$ cat src/hw/cmd_decoder_params.svh
`ifndef CMD_DECODER_PARAMS_SVH
`define CMD_DECODER_PARAMS_SVH
// Command word bit positions
`define CW_OFF1 0
`define CW_OFF2 1
`define CW_OFF3 2
`define CW_COAST 3
`define CW_QSTOP 4
`define CW_HOLD 5
`define CW_RAMP 6
`define CW_RESET 7
`define CW_JOG1 8
`define CW_JOG2 9
`define CW_VALID 10
`define CW_SLOW 11
`define CW_CATCH 12
`define CW_SET_LSB 13
`define CW_SET_MSB 14
`define CW_REV 15
// Relative scaling: 100 percent code
`define REF_FULL_SCALE 16'h4000
`define REF_MAX_POS 16'h7fff
`define REF_MIN_NEG 16'h8000
// Reset values
`define CMD_RESET_VAL 16'h0000
`define REF_RESET_VAL 16'h0000
// Digital-input combine selections
`define SEL_DIN 2'h0
`define SEL_BUS 2'h1
`define SEL_AND 2'h2
`define SEL_OR 2'h3
`endif

$ cat src/hw/cmd_decoder_pkg.sv
package cmd_decoder_pkg;
   typedef enum logic [2:0] {
      STOP_NONE = 3'b000,
      STOP_RAMP = 3'b001,
      STOP_COAST = 3'b010,
      STOP_QUICK = 3'b011,
      STOP_HELD = 3'b100
   } stop_mode_t;
   typedef enum logic [1:0] {
      REFSEL_BUS = 2'b00,
      REFSEL_JOG1 = 2'b01,
      REFSEL_JOG2 = 2'b10
   } ref_src_t;
endpackage

$ cat src/hw/cmd_word_if.sv
`timescale 1ns/1ns
`default_nettype none
interface cmd_word_if;
   logic [15:0] word;
   logic valid;
   logic fault_reset;
   modport src (output word, output valid, output fault_reset);
   modport dst (input word, input valid, input fault_reset);
endinterface
`default_nettype wire

$ cat src/hw/cmd_latch.sv
`timescale 1ns/1ns
`default_nettype none
`include "cmd_decoder_params.svh"
module cmd_latch (
   input wire logic clk_i,
   input wire logic rst_i,
   input wire logic [15:0] raw_word_i,
   cmd_word_if.src cmd
);
   logic [15:0] word_q;
   logic rst_bit_q;
   logic pulse_q;
   // Ignored words leave the held command untouched
   always_ff @(posedge clk_i) begin
      if (rst_i) begin
         word_q <= `CMD_RESET_VAL;
      end else if (raw_word_i[`CW_VALID]) begin
         word_q <= raw_word_i;
      end
   end
   // Edge taken only on accepted words; a level never retriggers
   always_ff @(posedge clk_i) begin
      if (rst_i) begin
         rst_bit_q <= 1'b0;
         pulse_q <= 1'b0;
      end else begin
         pulse_q <= raw_word_i[`CW_VALID] & raw_word_i[`CW_RESET] & ~rst_bit_q;
         if (raw_word_i[`CW_VALID]) begin
            rst_bit_q <= raw_word_i[`CW_RESET];
         end
      end
   end
   assign cmd.word = word_q;
   assign cmd.valid = word_q[`CW_VALID];
   assign cmd.fault_reset = pulse_q;
endmodule
`default_nettype wire

$ cat src/hw/drive_fieldbus_command_decoder.sv
`timescale 1ns/1ns
`default_nettype none
`include "cmd_decoder_params.svh"
module drive_fieldbus_command_decoder (
   input wire logic CLOCK_I,
   input wire logic RST_I,
   input wire logic [15:0] COMMAND_WORD_I,
   input wire logic [15:0] SPEED_REF_I,
   input wire logic [15:0] OUT_FREQ_I,
   input wire logic [15:0] ADJUST_VALUE_I,
   input wire logic [15:0] JOG1_SPEED_I,
   input wire logic [15:0] JOG2_SPEED_I,
   input wire logic RELAY_ZERO_SEL_I,
   input wire logic MOTOR_RUNNING_I,
   input wire logic MULTI_SETUP_I,
   input wire logic SETUPS_LINKED_I,
   input wire logic [1:0] COAST_SEL_I,
   input wire logic [1:0] QSTOP_SEL_I,
   input wire logic [1:0] START_SEL_I,
   input wire logic [1:0] SETUP_SEL_I,
   input wire logic [1:0] REVERSE_SEL_I,
   input wire logic DIN_COAST_I,
   input wire logic DIN_QSTOP_I,
   input wire logic DIN_START_I,
   input wire logic [1:0] DIN_SETUP_I,
   input wire logic DIN_REVERSE_I,
   output logic [2:0] STOP_MODE_O,
   output logic RUN_ENABLE_O,
   output logic HOLD_FREQ_O,
   output logic FAULT_RESET_O,
   output logic [1:0] REF_SOURCE_O,
   output logic [15:0] SPEED_REF_O,
   output logic [1:0] ACTIVE_SETUP_O,
   output logic REVERSE_O,
   output logic RELAY_O,
   output logic [15:0] ACTUAL_OUTPUT_FREQUENCY_VALUE_O
);
   // ==========================================
   // Synchronisers for pin-level inputs
   // ==========================================
   // Pins are asynchronous to CLOCK_I: logic reads only the second stage
   logic [5:0] din_s1_q;
   logic [5:0] din_s2_q;
   always_ff @(posedge CLOCK_I) begin
      if (RST_I) begin
         din_s1_q <= 6'h00;
         din_s2_q <= 6'h00;
      end else begin
         din_s1_q <= {DIN_COAST_I, DIN_QSTOP_I, DIN_START_I, DIN_SETUP_I, DIN_REVERSE_I};
         din_s2_q <= din_s1_q;
      end
   end
   logic din_coast;
   logic din_qstop;
   logic din_start;
   logic [1:0] din_setup;
   logic din_rev;
   assign din_coast = din_s2_q[5];
   assign din_qstop = din_s2_q[4];
   assign din_start = din_s2_q[3];
   assign din_setup = din_s2_q[2:1];
   assign din_rev = din_s2_q[0];

   // ==========================================
   // Command capture
   // ==========================================
   cmd_word_if cw ();
   cmd_latch u_latch (
      .clk_i(CLOCK_I),
      .rst_i(RST_I),
      .raw_word_i(COMMAND_WORD_I),
      .cmd(cw.src)
   );
   logic [15:0] w;
   assign w = cw.word;

   // Bits are active-high "permit" levels; both sources agree when 1
   function automatic logic merge(input logic [1:0] sel, input logic bus, input logic din);
      logic r;
      r = din;
      case (sel)
         `SEL_DIN: r = din;
         `SEL_BUS: r = bus;
         `SEL_AND: r = bus & din;
         `SEL_OR: r = bus | din;
         default: r = din;
      endcase
      return r;
   endfunction

   logic coast_ok;
   logic qstop_ok;
   logic start_ok;
   logic rev_req;
   assign coast_ok = merge(COAST_SEL_I, w[`CW_COAST], din_coast);
   assign qstop_ok = merge(QSTOP_SEL_I, w[`CW_QSTOP], din_qstop);
   assign start_ok = merge(START_SEL_I, w[`CW_RAMP], din_start);
   assign rev_req = merge(REVERSE_SEL_I, w[`CW_REV], din_rev);

   logic [1:0] bus_setup;
   logic [1:0] req_setup;
   // Bit 13 is the low bit, bit 14 the high bit; code 0 means set-up 1
   assign bus_setup = {w[`CW_SET_MSB], w[`CW_SET_LSB]};
   assign req_setup = {merge(SETUP_SEL_I, bus_setup[1], din_setup[1]),
                       merge(SETUP_SEL_I, bus_setup[0], din_setup[0])};

   // ==========================================
   // Stop priority and jog
   // ==========================================
   logic jog_ok;
   logic jog_active;
   logic coast_req;
   logic quick_req;
   logic ramp_req;
   logic hold_req;
   // Jog path runs with quick stop low, so it must be checked before stops
   assign jog_ok = ~w[`CW_QSTOP] & (&w[`CW_COAST:`CW_OFF1]);
   assign jog_active = jog_ok & (w[`CW_JOG1] | w[`CW_JOG2]);
   assign coast_req = !w[`CW_OFF2] || !coast_ok;
   assign quick_req = !w[`CW_OFF3] || !qstop_ok;
   assign ramp_req = !w[`CW_OFF1] || !start_ok;
   assign hold_req = !w[`CW_HOLD];
   cmd_decoder_pkg::stop_mode_t stop_d;
   cmd_decoder_pkg::ref_src_t src_d;
   // Jog 1 wins when both jog bits are set
   always_comb begin
      src_d = cmd_decoder_pkg::REFSEL_BUS;
      if (jog_active) begin
         src_d = w[`CW_JOG1] ? cmd_decoder_pkg::REFSEL_JOG1
                             : cmd_decoder_pkg::REFSEL_JOG2;
      end
   end

   always_comb begin
      stop_d = cmd_decoder_pkg::STOP_NONE;
      if (jog_active) begin
         stop_d = cmd_decoder_pkg::STOP_NONE;
      end else if (coast_req) begin
         stop_d = cmd_decoder_pkg::STOP_COAST;
      end else if (quick_req) begin
         stop_d = cmd_decoder_pkg::STOP_QUICK;
      end else if (ramp_req) begin
         stop_d = cmd_decoder_pkg::STOP_RAMP;
      end else if (hold_req) begin
         stop_d = cmd_decoder_pkg::STOP_HELD;
      end
   end

   // ==========================================
   // Stop and run outputs
   // ==========================================
   // Registered so each level changes on one edge only
   always_ff @(posedge CLOCK_I) begin
      if (RST_I) begin
         STOP_MODE_O <= cmd_decoder_pkg::STOP_RAMP;
      end else begin
         STOP_MODE_O <= stop_d;
      end
   end

   always_ff @(posedge CLOCK_I) begin
      if (RST_I) begin
         REF_SOURCE_O <= cmd_decoder_pkg::REFSEL_BUS;
      end else begin
         REF_SOURCE_O <= src_d;
      end
   end

   always_ff @(posedge CLOCK_I) begin
      if (RST_I) begin
         RUN_ENABLE_O <= 1'b0;
      end else begin
         RUN_ENABLE_O <= (stop_d == cmd_decoder_pkg::STOP_NONE) ||
                         (stop_d == cmd_decoder_pkg::STOP_HELD);
      end
   end

   always_ff @(posedge CLOCK_I) begin
      if (RST_I) begin
         HOLD_FREQ_O <= 1'b0;
      end else begin
         HOLD_FREQ_O <= (stop_d == cmd_decoder_pkg::STOP_HELD);
      end
   end

   // ==========================================
   // Relay and fault reset
   // ==========================================
   logic freq_zero;
   logic off_stop;
   assign freq_zero = (OUT_FREQ_I == 16'h0000);
   assign off_stop = !w[`CW_OFF1] || !w[`CW_OFF2] || !w[`CW_OFF3];
   // Relay only once frequency is zero during a stop from bus bit 0, 1 or 2 (OFF1, OFF2, OFF3)
   always_ff @(posedge CLOCK_I) begin
      if (RST_I) begin
         RELAY_O <= 1'b0;
      end else begin
         RELAY_O <= RELAY_ZERO_SEL_I && freq_zero && off_stop;
      end
   end

   always_ff @(posedge CLOCK_I) begin
      if (RST_I) begin
         FAULT_RESET_O <= 1'b0;
      end else begin
         FAULT_RESET_O <= cw.fault_reset;
      end
   end

   // ==========================================
   // Set-up and direction
   // ==========================================
   // Set-up stays put while running unless linked, so parameters never tear mid-run
   logic setup_change_ok;
   assign setup_change_ok = MULTI_SETUP_I && (!MOTOR_RUNNING_I || SETUPS_LINKED_I);
   always_ff @(posedge CLOCK_I) begin
      if (RST_I) begin
         ACTIVE_SETUP_O <= 2'h0;
      end else if (setup_change_ok) begin
         ACTIVE_SETUP_O <= req_setup;
      end
   end

   // Bus bit 15 counts only when the reverse selection lets the bus in
   always_ff @(posedge CLOCK_I) begin
      if (RST_I) begin
         REVERSE_O <= 1'b0;
      end else begin
         REVERSE_O <= rev_req;
      end
   end

   // ==========================================
   // Reference path
   // ==========================================
   logic [15:0] ref_pick;
   logic [15:0] ref_q;
   // Only a word with the valid bit carries a fresh reference
   always_ff @(posedge CLOCK_I) begin
      if (RST_I) begin
         ref_q <= `REF_RESET_VAL;
      end else if (COMMAND_WORD_I[`CW_VALID]) begin
         ref_q <= SPEED_REF_I;
      end
   end

   // Jog speeds bypass the bus reference but still get slow-down and catch-up
   always_comb begin
      case (src_d)
         cmd_decoder_pkg::REFSEL_BUS: ref_pick = ref_q;
         cmd_decoder_pkg::REFSEL_JOG1: ref_pick = JOG1_SPEED_I;
         cmd_decoder_pkg::REFSEL_JOG2: ref_pick = JOG2_SPEED_I;
         default: ref_pick = ref_q;
      endcase
   end
   ref_scaler #(
      .WIDTH(16)
   ) u_scaler (
      .clk_i(CLOCK_I),
      .rst_i(RST_I),
      .ref_i(ref_pick),
      .adj_i(ADJUST_VALUE_I),
      .slow_i(w[`CW_SLOW]),
      .catch_i(w[`CW_CATCH]),
      .ref_o(SPEED_REF_O)
   );

   // ==========================================
   // Frequency feedback
   // ==========================================
   // Frequency passes back unchanged: already in relative, signed form
   always_ff @(posedge CLOCK_I) begin
      if (RST_I) begin
         ACTUAL_OUTPUT_FREQUENCY_VALUE_O <= `REF_RESET_VAL;
      end else begin
         ACTUAL_OUTPUT_FREQUENCY_VALUE_O <= OUT_FREQ_I;
      end
   end
endmodule
`default_nettype wire

$ cat src/hw/ref_scaler.sv
`timescale 1ns/1ns
`default_nettype none
`include "cmd_decoder_params.svh"
module ref_scaler #(
   parameter int WIDTH = 16
) (
   input wire logic clk_i,
   input wire logic rst_i,
   input wire logic [WIDTH-1:0] ref_i,
   input wire logic [WIDTH-1:0] adj_i,
   input wire logic slow_i,
   input wire logic catch_i,
   output logic [WIDTH-1:0] ref_o
);
   // Saturation limits are 16-bit constants, so other widths are refused
   if (WIDTH != 16) begin : width_check
      $error("ref_scaler supports 16-bit words only");
   end
   logic signed [WIDTH:0] sum;
   logic [WIDTH-1:0] ref_q;
   // Saturate rather than wrap: a wrapped reference would reverse the motor
   always_comb begin
      sum = {ref_i[WIDTH-1], ref_i};
      if (slow_i) begin
         sum = $signed({ref_i[WIDTH-1], ref_i}) - $signed({adj_i[WIDTH-1], adj_i});
      end else if (catch_i) begin
         sum = $signed({ref_i[WIDTH-1], ref_i}) + $signed({adj_i[WIDTH-1], adj_i});
      end
   end
   always_ff @(posedge clk_i) begin
      if (rst_i) begin
         ref_q <= `REF_RESET_VAL;
      end else if (sum[WIDTH] != sum[WIDTH-1]) begin
         ref_q <= sum[WIDTH] ? `REF_MIN_NEG : `REF_MAX_POS;
      end else begin
         ref_q <= sum[WIDTH-1:0];
      end
   end
   assign ref_o = ref_q;
endmodule
`default_nettype wire

$ cat config.mk
export PLATFORM = sky130hd
export DESIGN_NAME = drive_fieldbus_command_decoder
export DESIGN_NICKNAME = d
export VERILOG_FILES = /design/src/hw/cmd_decoder_pkg.sv /design/src/hw/cmd_word_if.sv /design/src/hw/cmd_latch.sv /design/src/hw/drive_fieldbus_command_decoder.sv /design/src/hw/ref_scaler.sv
export VERILOG_INCLUDE_DIRS = /design/src /design/src/hw
export SDC_FILE = /design/constraint.sdc
export NUM_CORES = 1
export LEC_CHECK = 0
export BUFFER_PORTS_ARGS = -buffer_cell sky130_fd_sc_hd__buf_2
export CELL_PAD_IN_SITES_DETAIL_PLACEMENT = 2
export CELL_PAD_IN_SITES_GLOBAL_PLACEMENT = 2
export CORE_MARGIN = 3
export CORE_UTILIZATION = 32
export DETAILED_ROUTE_END_ITERATION = 12
export GPL_ROUTABILITY_DRIVEN = 0
export HOLD_SLACK_MARGIN = 0.15
export MAX_ROUTING_LAYER = met4
export PLACE_DENSITY = 0.83
export SYNTH_ARGS = -nofsm -noshare
export SYNTH_HDL_FRONTEND = slang
export SYNTH_HIERARCHICAL = 1
export SYNTH_SLANG_ARGS = --single-unit
$ cat constraint.sdc
create_clock -name CLOCK_I -period 5.92 [get_ports CLOCK_I]
set_input_delay 0.296 -clock CLOCK_I [delete_from_list [all_inputs] [get_ports CLOCK_I]]
set_output_delay 0.296 -clock CLOCK_I [all_outputs]
set_load 0.01 [all_outputs]
==> reports/metrics.cfg <==
[sta]
worst_pin_slew_ps=1050
min_period_ps=4970
finalCritPeriodShare_pct=83.9
fin_skew_ps=8.69
report.final.slew_viol_count=0
max_freq_mhz=201
holdWs_ps=157
rsz0062_at_grt=false
setup_viol=0
slew-limit-headroom_pct=29.9
fin_setup_tns_ps=0
hold_viol=0

[floorplanning]
fp.dieH_um=134
initial_core_util_pct=32.9
core-area_um2=15900
die_w_um=134
rows=46
die_area_um2=17900
io_pins=162

[pwr]
power.density_cell_area_nw_per_um2=248
p_clk_share_pct=36.6
p_sw_mw=0.529
leakagePower_nw=3.04
combPwrFrac_pct=22.9
irDropWorstVdd_mv=0.140
p_seq_share_pct=40.4
totalPowerFinal_mw=1.61
p_sw_share_pct=32.8
p_int_mw=1.08

[setup_path]
path_max_fanout=34
critPathArrivalTime_ps=5130
critPathLaunchType=register
worstPathRequired_ps=6090
path_buf_inv=2
path_depth=15
r2r_cells=15
end_kind=register
critPathKind=register to register
crit_family=compound AO/OA/AOI/OAI gates
slowest_stage=a22oi_2
slowest_delay_ps=870
path_cells=nand3_1 > nor4b_4 > buf_4 > a21oi_2 > ha_1 > inv_1 > fa_1 > o21bai_2 > a2111oi_2 > o31ai_2 > a2111oi_4 > o31a_1 > nor3_1 > a22oi_2 > a31oi_1

[run]
cap_violations=0

[global_routing]
use_met1_pct=26.4
grt_pass1_wl_mm=32.2
grt_antenna_before_repair=1
grt_max_degree=75
grt_pass1_vias=5872
gr-usage-all-layers_pct=23.4
grt_busiest_layer=met2
overflow=0
use_met3_pct=4.95
gr-usage-met2_pct=40.9

[route]
antenna_left=0
detail_route.vias_per_cell=5.34
drt-initial-drc-count=308
drc=0
firstDrtPassIters=4
drt-wirelength-per-cell_um=21.1
via_count=5163
routed_wl_mm=20.4

[clock_tree]
clock_sinks=88
htreeDepth=3
ctsHoldBuffers=3
cts-resized-gates=0
clk_latency_ps=350
cts-root-buf=clkbuf_16
cts_inserted_buffers=9
cts_setup_buffers=0
cts.clk_slew.worst_paths_ps=70
cts_tree=yes
ctsLongestPathBuffers=2

[cells_and_area]
syn2layout_area_growth_pct=23.9
drive_above_1_share_pct=29.9
finalNetCount=897
post-route-util_pct=40.7

[yosys]
syn_nets=751
syn_area_um2=5240
avgSynthCellArea_um2=8.74
synth-warning-count=6
syn_inst=599

[placement]
port_buffers=161
dp.final_hpwl_mm=15.5

[hold_path]
hold_path_class=primary input to register
whs_path_depth=2

[run_status]
status=finished clean

## per-layer routing
layer,vias to the layer above,share of wire (%)
met1,2551,41
met2,164,52
met5,-,0
li1,2417,-
met3,31,5.4
met4,0,2.5
## power groups by stage
stage          logic, mW  clock network, mW  registers, mW
3_3_place_gp       0.345                  0          0.662
4_1_cts            0.369              0.603          0.652
6_report           0.370              0.590          0.651
3_5_place_dp       0.363                  0          0.665
5_1_grt            0.406              0.633          0.655
2_1_floorplan      0.222                  0          0.666
## area by class of cell
class                      count  area [um2]
timing repair buffer         169         873
clock buffer                   9         225
multi-input combinational    440        3140
clock inverter                 7        76.3
sequential                    88        1760
antenna                        1        2.50
inverter                      37         139
tap                          216         270
fill                        1811        9450
## flip-flops by register name, indices dropped and copies added, names as in the netlist, 2 cells and up
| signal | count |
|---|---|
| STOP_MODE_O | 3 |
| ref_q | 16 |
| ACTIVE_SETUP_O | 2 |
| din_s2_q | 6 |
| ACTUAL_OUTPUT_FREQUENCY_VALUE_O | 16 |
| u_scaler/ref_o | 16 |
| u_latch/cmd.word | 15 |
| REF_SOURCE_O | 2 |
| din_s1_q | 6 |
## cells in the final DEF, fill, tap and decap left out, drive strengths merged, types with 9 or more instances in the layout
master	count
clkbuf	9
nor2b	39
a21oi	48
a21o	11
o21ai	25
nor2	78
buf	166
inv	43
o22ai	11
dfxtp	88
nand2	25
mux2i	50
ha	32
## worst register-to-register path, delay by kind of cell, from the launching register on
| family | cells | cell delay, ps |
|---|---|---|
| compound gates | 8 | 2810 |
| fa+ha+maj | 2 | 480 |
| buf+inv | 2 | 500 |
| flops | 1 | 410 |
| simple gates | 3 | 580 |
## metrics by stage
| step | setup WS [ps] | cells | cell area (um2) |
|---|---|---|---|
| after detailed placement | 1020 | 947 | 6160 |
| after CTS | 972 | 966 | 6490 |
| final | 951 | 967 | 6490 |
| after floorplan | 2050 | 599 | 5240 |
| after global routing | 617 | 967 | 6490 |
| after global placement | 1330 | 947 | 6160 |
## final timing paths
kind                                                       start                                  to  slack, ps
worst max-delay path            u_latch/cmd.word[2]$_SDFFE_PP0P_       u_scaler/ref_o[10]$_SDFF_PP0_        950
worst min register to register  u_latch/cmd.word[7]$_SDFFE_PP0P_  u_latch/cmd.fault_reset$_SDFF_PP0_        440
worst min-delay path                               DIN_REVERSE_I              din_s1_q[0]$_SDFF_PP0_        160
worst max register to register  u_latch/cmd.word[2]$_SDFFE_PP0P_       u_scaler/ref_o[10]$_SDFF_PP0_        950
Note: power is estimated with default switching activity, not from simulation.
